<file path="src/design/expander_pkg.sv">
/*
  Shared constants for the eight-bit bus-controlled port expander.
  Assumes a single 200 MHz clock and an active-low asynchronous reset.
*/
package expander_pkg;
  // ==========================================================
  // Widths
  localparam int PIN_COUNT = 8;
  localparam int BIT_CNT_W = 4;
  // ==========================================================
  // Bus address and byte framing
  localparam logic [6:0] SLAVE_ADDR_BASE = 7'h70;
  localparam logic [3:0] BITS_PER_BYTE = 4'h8;
  // ==========================================================
  // Command codes
  localparam logic [1:0] CMD_INPUT = 2'h0;
  localparam logic [1:0] CMD_OUTPUT = 2'h1;
  localparam logic [1:0] CMD_POLARITY = 2'h2;
  localparam logic [1:0] CMD_CONFIG = 2'h3;
  // ==========================================================
  // Reset values
  localparam logic [7:0] OUTPUT_RESET = 8'hff;
  localparam logic [7:0] POLARITY_RESET = 8'h00;
  localparam logic [7:0] CONFIG_RESET = 8'hff;
  localparam logic [1:0] CMD_RESET = 2'h0;
  // ==========================================================
  // Cycles before the input latch is trusted after reset
  localparam logic [1:0] PRIME_CYCLES = 2'h3;
  // ==========================================================
  // Bus state machine
  typedef enum logic [3:0] {
    ST_IDLE     = 4'h0,
    ST_ADDR     = 4'h1,
    ST_ADDR_ACK = 4'h2,
    ST_CMD      = 4'h3,
    ST_CMD_ACK  = 4'h4,
    ST_WR       = 4'h5,
    ST_WR_ACK   = 4'h6,
    ST_RD       = 4'h7,
    ST_RD_ACK   = 4'h8
  } bus_state_t;
endpackage

</file>
<file path="src/design/bit_sync.sv">
/*
  Two-flop synchroniser for a group of independent levels.
  Assumes each bit is a quasi-static level from outside the clock domain.
*/
`timescale 1ns/1ps
module bit_sync #(
  parameter int WIDTH = 1
) (
  input wire logic clock_i,           // System clock
  input wire logic rst_b_i,           // Async reset, active low
  input wire logic [WIDTH-1:0] d_i,   // Asynchronous levels
  output logic [WIDTH-1:0] q_o        // Synchronised levels
);
  logic [WIDTH-1:0] meta_reg;
  logic [WIDTH-1:0] sync_reg;

  // ==========================================================
  // Two stages; only the second stage is visible
  always_ff @(posedge clock_i or negedge rst_b_i)
  begin
    if (!rst_b_i)
    begin
      meta_reg <= '0;
      sync_reg <= '0;
    end
    else
    begin
      meta_reg <= d_i;
      sync_reg <= meta_reg;
    end
  end

  assign q_o = sync_reg;
endmodule

</file>
<file path="src/design/io_expander_top.sv">
/*
  Eight-bit port expander behind a two-wire serial slave with change alert.
  Assumes SCL and SDA are oversampled by clock_i; both are slow against 200 MHz.
  The reset input serves as both power-on and pin reset.
*/
`timescale 1ns/1ps
module io_expander_top (
  input wire logic clock_i,                                    // 200 MHz clock
  input wire logic rst_b_i,                                    // Async reset, active low
  input wire logic scl_i,                                      // Bus clock level
  input wire logic sda_i,                                      // Bus data level
  output logic sda_o,                                          // Bus data drive value
  output logic sda_oe_b_o,                                     // Low while pulling SDA
  input wire logic addr_select_bit0_i,                         // Address bit 0 strap
  input wire logic addr_select_bit1_i,                         // Address bit 1 strap
  input wire logic [expander_pkg::PIN_COUNT-1:0] expander_pins_i,  // Pin levels
  output logic [expander_pkg::PIN_COUNT-1:0] expander_pins_o,      // Pin drive levels
  output logic [expander_pkg::PIN_COUNT-1:0] expander_pins_oe_b_o, // Low while driving
  output logic alert_o,                                        // Alert drive value
  output logic alert_oe_b_o                                    // Low while alert asserted
);
  import expander_pkg::*;

  // ==========================================================
  // Input synchronisers
  logic [3:0] bus_sync;
  logic [PIN_COUNT-1:0] pin_sync;
  logic scl_s;
  logic sda_s;
  logic [6:0] slave_addr;

  bit_sync #(.WIDTH(4)) u_bus_sync (
    .clock_i(clock_i),
    .rst_b_i(rst_b_i),
    .d_i({scl_i, sda_i, addr_select_bit1_i, addr_select_bit0_i}),
    .q_o(bus_sync)
  );

  bit_sync #(.WIDTH(PIN_COUNT)) u_pin_sync (
    .clock_i(clock_i),
    .rst_b_i(rst_b_i),
    .d_i(expander_pins_i),
    .q_o(pin_sync)
  );

  assign scl_s = bus_sync[3];
  assign sda_s = bus_sync[2];
  assign slave_addr = {SLAVE_ADDR_BASE[6:2], bus_sync[1], bus_sync[0]};

  // ==========================================================
  // Register state
  bus_state_t state_reg, state_next;
  logic [BIT_CNT_W-1:0] cnt_reg, cnt_next;
  logic [7:0] shift_reg, shift_next;
  logic [7:0] tx_reg, tx_next;
  logic sda_drive_reg, sda_drive_next;
  logic rw_reg, rw_next;
  logic nack_reg, nack_next;
  logic scl_q_reg, sda_q_reg;
  logic [1:0] cmd_reg, cmd_next;
  logic [7:0] out_reg, out_next;
  logic [7:0] pol_reg, pol_next;
  logic [7:0] cfg_reg, cfg_next;
  logic [7:0] latch_reg, latch_next;
  logic [1:0] prime_reg, prime_next;
  logic alert_reg, alert_next;
  logic latch_load;
  logic scl_rise;
  logic scl_fall;
  logic start_det;
  logic stop_det;
  logic primed;
  logic [7:0] mismatch;
  logic addr_match;

  // ==========================================================
  // Register selected by the command for a read
  function automatic logic [7:0] read_value(input logic [1:0] cmd, input logic [7:0] pins,
                                            input logic [7:0] pol, input logic [7:0] outr,
                                            input logic [7:0] cfg);
    logic [7:0] v;
    v = 8'h00;
    case (cmd)
      CMD_INPUT: v = pins ^ pol;
      CMD_OUTPUT: v = outr;
      CMD_POLARITY: v = pol;
      CMD_CONFIG: v = cfg;
      default: v = 8'h00;
    endcase
    return v;
  endfunction

  // ==========================================================
  // Bus line events
  assign scl_rise = scl_s && !scl_q_reg;
  assign scl_fall = !scl_s && scl_q_reg;
  // framing on SDA change with SCL high
  assign start_det = scl_s && scl_q_reg && sda_q_reg && !sda_s;
  assign stop_det = scl_s && scl_q_reg && !sda_q_reg && sda_s;
  assign addr_match = (shift_reg[7:1] == slave_addr);

  // ==========================================================
  // Bus state machine and register file
  always_comb
  begin
    state_next = state_reg;
    cnt_next = cnt_reg;
    shift_next = shift_reg;
    tx_next = tx_reg;
    sda_drive_next = sda_drive_reg;
    rw_next = rw_reg;
    nack_next = nack_reg;
    cmd_next = cmd_reg;
    out_next = out_reg;
    pol_next = pol_reg;
    cfg_next = cfg_reg;
    latch_load = 1'b0;
    if (start_det)
    begin
      state_next = ST_ADDR;
      cnt_next = '0;
      sda_drive_next = 1'b0;
    end
    else if (stop_det)
    begin
      state_next = ST_IDLE;
      sda_drive_next = 1'b0;
    end
    else
    begin
      if (scl_rise && state_reg != ST_IDLE)
      begin
        shift_next = {shift_reg[6:0], sda_s};
        cnt_next = cnt_reg + 1'b1;
      end
      if (scl_rise && state_reg == ST_RD_ACK)
      begin
        nack_next = sda_s;
        if (cmd_reg == CMD_INPUT)
          latch_load = 1'b1;
      end
      if (scl_fall)
      begin
        case (state_reg)
          ST_ADDR:
          begin
            if (cnt_reg == BITS_PER_BYTE)
            begin
              if (addr_match)
              begin
                state_next = ST_ADDR_ACK;
                sda_drive_next = 1'b1;
                rw_next = shift_reg[0];
              end
              else
                state_next = ST_IDLE;
            end
          end
          ST_ADDR_ACK, ST_RD_ACK:
          begin
            cnt_next = '0;
            if ((state_reg == ST_RD_ACK && nack_reg) || (state_reg == ST_ADDR_ACK && !rw_reg))
            begin
              state_next = (state_reg == ST_RD_ACK) ? ST_IDLE : ST_CMD;
              sda_drive_next = 1'b0;
            end
            else
            begin
              tx_next = read_value(cmd_reg, pin_sync, pol_reg, out_reg, cfg_reg);
              sda_drive_next = !tx_next[7];
              tx_next = {tx_next[6:0], 1'b0};
              state_next = ST_RD;
            end
          end
          ST_CMD:
          begin
            if (cnt_reg == BITS_PER_BYTE)
            begin
              cmd_next = shift_reg[1:0];
              sda_drive_next = 1'b1;
              state_next = ST_CMD_ACK;
            end
          end
          ST_CMD_ACK, ST_WR_ACK:
          begin
            sda_drive_next = 1'b0;
            cnt_next = '0;
            state_next = ST_WR;
          end
          ST_WR:
          begin
            if (cnt_reg == BITS_PER_BYTE)
            begin
              case (cmd_reg)
                CMD_OUTPUT: out_next = shift_reg;
                CMD_POLARITY: pol_next = shift_reg;
                CMD_CONFIG: cfg_next = shift_reg;
                default: out_next = out_reg;
              endcase
              sda_drive_next = 1'b1;
              state_next = ST_WR_ACK;
            end
          end
          ST_RD:
          begin
            if (cnt_reg == BITS_PER_BYTE)
            begin
              sda_drive_next = 1'b0;
              state_next = ST_RD_ACK;
            end
            else
            begin
              sda_drive_next = !tx_reg[7];
              tx_next = {tx_reg[6:0], 1'b0};
            end
          end
          default: state_next = state_reg;
        endcase
      end
    end
  end

  always_ff @(posedge clock_i or negedge rst_b_i)
  begin
    if (!rst_b_i)
    begin
      state_reg <= ST_IDLE;
      cnt_reg <= '0;
      shift_reg <= 8'h00;
      tx_reg <= 8'h00;
      sda_drive_reg <= 1'b0;
      rw_reg <= 1'b0;
      nack_reg <= 1'b0;
      // Match the synchroniser reset level so no false edge follows reset
      scl_q_reg <= 1'b0;
      sda_q_reg <= 1'b0;
      cmd_reg <= CMD_RESET;
      out_reg <= OUTPUT_RESET;
      pol_reg <= POLARITY_RESET;
      cfg_reg <= CONFIG_RESET;
    end
    else
    begin
      state_reg <= state_next;
      cnt_reg <= cnt_next;
      shift_reg <= shift_next;
      tx_reg <= tx_next;
      sda_drive_reg <= sda_drive_next;
      rw_reg <= rw_next;
      nack_reg <= nack_next;
      scl_q_reg <= scl_s;
      sda_q_reg <= sda_s;
      cmd_reg <= cmd_next;
      out_reg <= out_next;
      pol_reg <= pol_next;
      cfg_reg <= cfg_next;
    end
  end

  // ==========================================================
  // Change alert
  assign primed = (prime_reg == PRIME_CYCLES);
  assign mismatch = (pin_sync ^ latch_reg) & cfg_reg;

  always_comb
  begin
    prime_next = primed ? prime_reg : prime_reg + 1'b1;
    latch_next = latch_reg;
    if (!primed || latch_load)
      latch_next = pin_sync;
    alert_next = primed && (|mismatch);
  end

  always_ff @(posedge clock_i or negedge rst_b_i)
  begin
    if (!rst_b_i)
    begin
      prime_reg <= 2'h0;
      latch_reg <= 8'h00;
      alert_reg <= 1'b0;
    end
    else
    begin
      prime_reg <= prime_next;
      latch_reg <= latch_next;
      alert_reg <= alert_next;
    end
  end

  // ==========================================================
  // Pin outputs
  port_driver u_port_driver (
    .dir_in_i(cfg_reg),
    .level_i(out_reg),
    .pin_o(expander_pins_o),
    .pin_oe_b_o(expander_pins_oe_b_o)
  );

  assign sda_o = 1'b0;
  assign sda_oe_b_o = !sda_drive_reg;
  assign alert_o = 1'b0;
  assign alert_oe_b_o = !alert_reg;
endmodule

</file>
<file path="src/design/port_driver.sv">
/*
  Per-pin driver control for the expander port.
  Assumes direction and output values come from registers.
*/
`timescale 1ns/1ps
module port_driver (
  input wire logic [expander_pkg::PIN_COUNT-1:0] dir_in_i,  // 1 = pin is input
  input wire logic [expander_pkg::PIN_COUNT-1:0] level_i,   // Output register
  output logic [expander_pkg::PIN_COUNT-1:0] pin_o,         // Driven level
  output logic [expander_pkg::PIN_COUNT-1:0] pin_oe_b_o     // Low while driving
);
  import expander_pkg::*;

  // ==========================================================
  // Input pins have both drivers off; outputs drive high or low
  genvar g;
  generate
    for (g = 0; g < PIN_COUNT; g = g + 1)
    begin : g_pin
      assign pin_oe_b_o[g] = dir_in_i[g];
      assign pin_o[g] = level_i[g];
    end
  endgenerate
endmodule

</file>
<file path="config.mk">
export PLATFORM = sky130hd
export DESIGN_NAME = io_expander_top
export DESIGN_NICKNAME = d
export VERILOG_FILES = /design/src/design/expander_pkg.sv /design/src/design/bit_sync.sv /design/src/design/io_expander_top.sv /design/src/design/port_driver.sv
export SDC_FILE = /design/constraint.sdc
export NUM_CORES = 1
export LEC_CHECK = 0
export BUFFER_PORTS_ARGS = -buffer_cell sky130_fd_sc_hd__buf_2
export CAP_MARGIN = 30
export CORE_MARGIN = 1
export CORE_UTILIZATION = 53
export CTS_BUF_LIST = sky130_fd_sc_hd__clkbuf_16
export CTS_CLUSTER_DIAMETER = 60
export DETAILED_ROUTE_END_ITERATION = 8
export PLACE_DENSITY = 0.81
export SLEW_MARGIN = 20
export SYNTH_ARGS = -nofsm -noshare
export SYNTH_HDL_FRONTEND = slang
export SYNTH_SLANG_ARGS = --single-unit
export TNS_END_PERCENT = 10
</file>
<file path="constraint.sdc">
create_clock -name clock_i -period 2.1 [get_ports clock_i]
set_input_delay 0.105 -clock clock_i [delete_from_list [all_inputs] [get_ports clock_i]]
set_output_delay 0.105 -clock clock_i [all_outputs]
set_load 0.02 [all_outputs]
</file>
==> flow_metrics.py <==
metrics = {
    "logic_synthesis": {
        "synthAdderAreaFrac": 0.00945,
        "syn_area_um2": 3970,
        "ys_async_sr_fraction": 1.00,
        "synth_compound_area_frac": 0.0860,
        "synth_top_family_by_area": "multiplexers",
        "syn_avg_cell_area_um2": 12.4,
        "yosys.area_share.xor_xnor": 0.0265,
        "syn-instance-count": 319,
        "synth_edf_count": 0,
        "yosys.area_share.simple": 0.106,
        "ys_types": 49,
        "ys_warn_count": 0,
        "synth-main-ff-cell": "dfrtp_1",
        "ys_ff_latch": 89,
        "muxShareOfSynthArea": 0.180,
        "synth-seq-area-share": 0.566,
    },
    "worst_setup_path": {
        "crit_cells": 6,
        "cp.required_ns": 2.32,
        "crit_type": "register to register",
        "path_buf_inv": 1,
        "reg2reg_depth": 6,
        "worst_setup_path_start_kind": "register",
        "critPathTopFamily": "simple AND/OR/NAND/NOR gates",
        "cp_slowest_cell": "or3b_4",
        "slowest_delay_ns": 0.40,
        "crit_path_frequent_cell": "or3b_4",
        "worstPathMaxFanout": 8,
        "worstPathArrival_ns": 2.39,
        "crit_chain": "or3b_4 > nand2b_4 > or3b_4 > o31ai_4 > buf_12 > mux2_4",
        "end_kind": "register",
    },
    "global_route": {
        "grt_util_met2": 0.403,
        "antenna_found_initial": 0,
        "grt_max_degree": 57,
        "first_global_vias": 2858,
        "track_usage": 0.266,
        "grt_first_pass_wirelength_um": 14900,
        "grt_util_met1": 0.348,
        "grt_remaining_overflow": 0,
        "met3_usage": 0.0774,
        "top_usage_layer": "met2",
    },
    "floorplan": {
        "io_pins": 34,
        "die_w_um": 88.6,
        "die_h_um": 88.6,
        "core_um2": 7250,
        "fp.dieArea_um2": 7840,
        "initial_core_util": 0.547,
        "rows": 31,
    },
    "sta": {
        "setup_viol": 8,
        "period_needed_ns": 2.17,
        "hold_viol_final": 0,
        "fin_ws_ns": -0.0650,
        "slew_viol_final": 0,
        "timing.fmax_mhz": 462,
        "rsz0062_at_grt": "true",
        "finalCritPeriodShare": 1.03,
        "timing.setup.tns_ns": -0.385,
        "fin_hold_ws_ns": 0.250,
        "tightest_slew_ns": 0.698,
        "slew_headroom": 0.534,
        "clock_skew_ns": 0.00752,
    },
    "clock_network": {
        "htree_levels": 3,
        "clkTransAtPathRegs_ns": 0.07,
        "cts.sinks": 89,
        "cts_buffer_depth": 2,
        "numCtsBuffers": 9,
        "ctsRootBufferMaster": "clkbuf_16",
        "cts_tree": "built",
        "clk_latency_ns": 0.34,
    },
    "worst_hold_path": {
        "hp-class": "input port to async pin",
    },
    "drt": {
        "routed_wl_um": 9470,
        "vias_per_cell": 5.86,
        "ant_nets": 0,
        "dr.pass1.iters": 6,
        "num_vias": 2861,
        "wl_per_cell_um": 19.4,
        "first_iter_violations": 241,
        "drc_errors": 0,
    },
    "place": {
        "gp_congestion": 0.916,
        "pre_cts_ws_ns": -0.0773,
        "io_buffers": 31,
        "place_hpwl_um": 6030,
    },
    "layout": {
        "antenna_cells": 0,
        "area_growth_pct": 25.3,
        "nets": 401,
        "mostFrequentLayoutCells": "dfrtp_1 (73), mux2_2 (31), buf_2 (30)",
        "mostFrequentLayoutCell": "dfrtp_1",
        "drive_above_1_share": 0.386,
    },
    "pwr": {
        "p_leak_nw": 2.23,
        "power_density_nw_per_um2": 884,
        "finalPower_w": 0.00440,
        "ir_drop_mv": 1.12,
    },
    "status": {
        "violations": "setup timing",
        "status": "finished with violations",
    },
    "job": {
        "cap_violations": 0,
    },
}
==> worst reg2reg max path, cell delays in order, from the launching register on <==
cell and delay [ns]:
dfrtp_1 0.38, or3b_4 0.40, nand2b_4 0.15, or3b_4 0.39
o31ai_4 0.23, buf_12 0.18, mux2_4 0.31
==> synthesized netlist by cell type, drive strengths merged, types with 5 or more instances <==
| cell | number | share of area |
|---|---|---|
| mux4 | 6 | 0.034 |
| clkbuf | 12 | 0.011 |
| nand2 | 16 | 0.015 |
| mux2i | 5 | 0.013 |
| nor2 | 30 | 0.028 |
| inv | 8 | 0.0076 |
| mux2 | 47 | 0.13 |
| xor2 | 8 | 0.018 |
| o21ai | 6 | 0.0076 |
| a21oi | 13 | 0.016 |
| a22oi | 10 | 0.019 |
| dfrtp | 73 | 0.46 |
| nor3 | 10 | 0.013 |
| dfstp | 16 | 0.11 |
==> stage by stage <==
stage                     cells  area, µm²   util
final                       488       4970  0.686
after global placement      458       4420  0.609
after floorplan             320       3970      -
after global routing        488       4970  0.686
after detailed placement    458       4420  0.609
after CTS                   488       4920  0.678
==> where the power goes <==
part / switching (W) / internal, W
clock: 0.000684 / 0.00106
combinational: 0.000286 / 0.000296
sequential: 0.000203 / 0.00187
total: 0.00117 / 0.00322
==> metal layers <==
metal  up-vias  part of all wire
met5         -                 0
met4         0             0.039
met3        29             0.057
met2       123              0.49
met1      1432              0.41
li1       1277                 -
==> final timing paths <==
| check | to | slack [ns] | startpoint |
|---|---|---|---|
| max | latch_reg[7] | -0.07 | state_reg[2] |
| min reg2reg | u_bus_sync.q_o[1] | 0.35 | u_bus_sync.meta_reg[1] |
| min in group clock_i | u_bus_sync.q_o[1] | 0.35 | u_bus_sync.meta_reg[1] |
| min | tx_reg[5] | 0.25 | rst_b_i |
| max in group asynchronous | cfg_reg[7] | 1.14 | rst_b_i |
| max reg2reg | latch_reg[7] | -0.07 | state_reg[2] |
==> what timing repair did <==
item,in CTS,in global routing
pin swaps,3,3
endpoints found under the setup margin,30,33
hold endpoints to repair,43,0
hold buffers,13,0
resized for setup,11,15
buffers inserted,1,0
==> final cells by class <==
| cell class | count | area, µm² |
|---|---|---|
| fillers | 475 | 2280 |
| clock inverters | 7 | 101 |
| flip-flops and latches | 89 | 2250 |
| multi-input cells | 207 | 1720 |
| well taps | 99 | 124 |
| clock buffers | 9 | 225 |
| inverters | 8 | 30.0 |
| repair buffers | 69 | 529 |
==> kinds of logic (layout without fill, tap and decap cells) <==
family | after synthesis | count (layout)
xor+xnor | 12 | 12
other cells | 1 | 2
fa+ha+maj | 3 | 3
buf+inv | 24 | 93
flops | 89 | 89
simple gates | 83 | 83
mux | 58 | 58
compound gates | 49 | 49
Note: power is estimated with default switching activity, not from simulation.
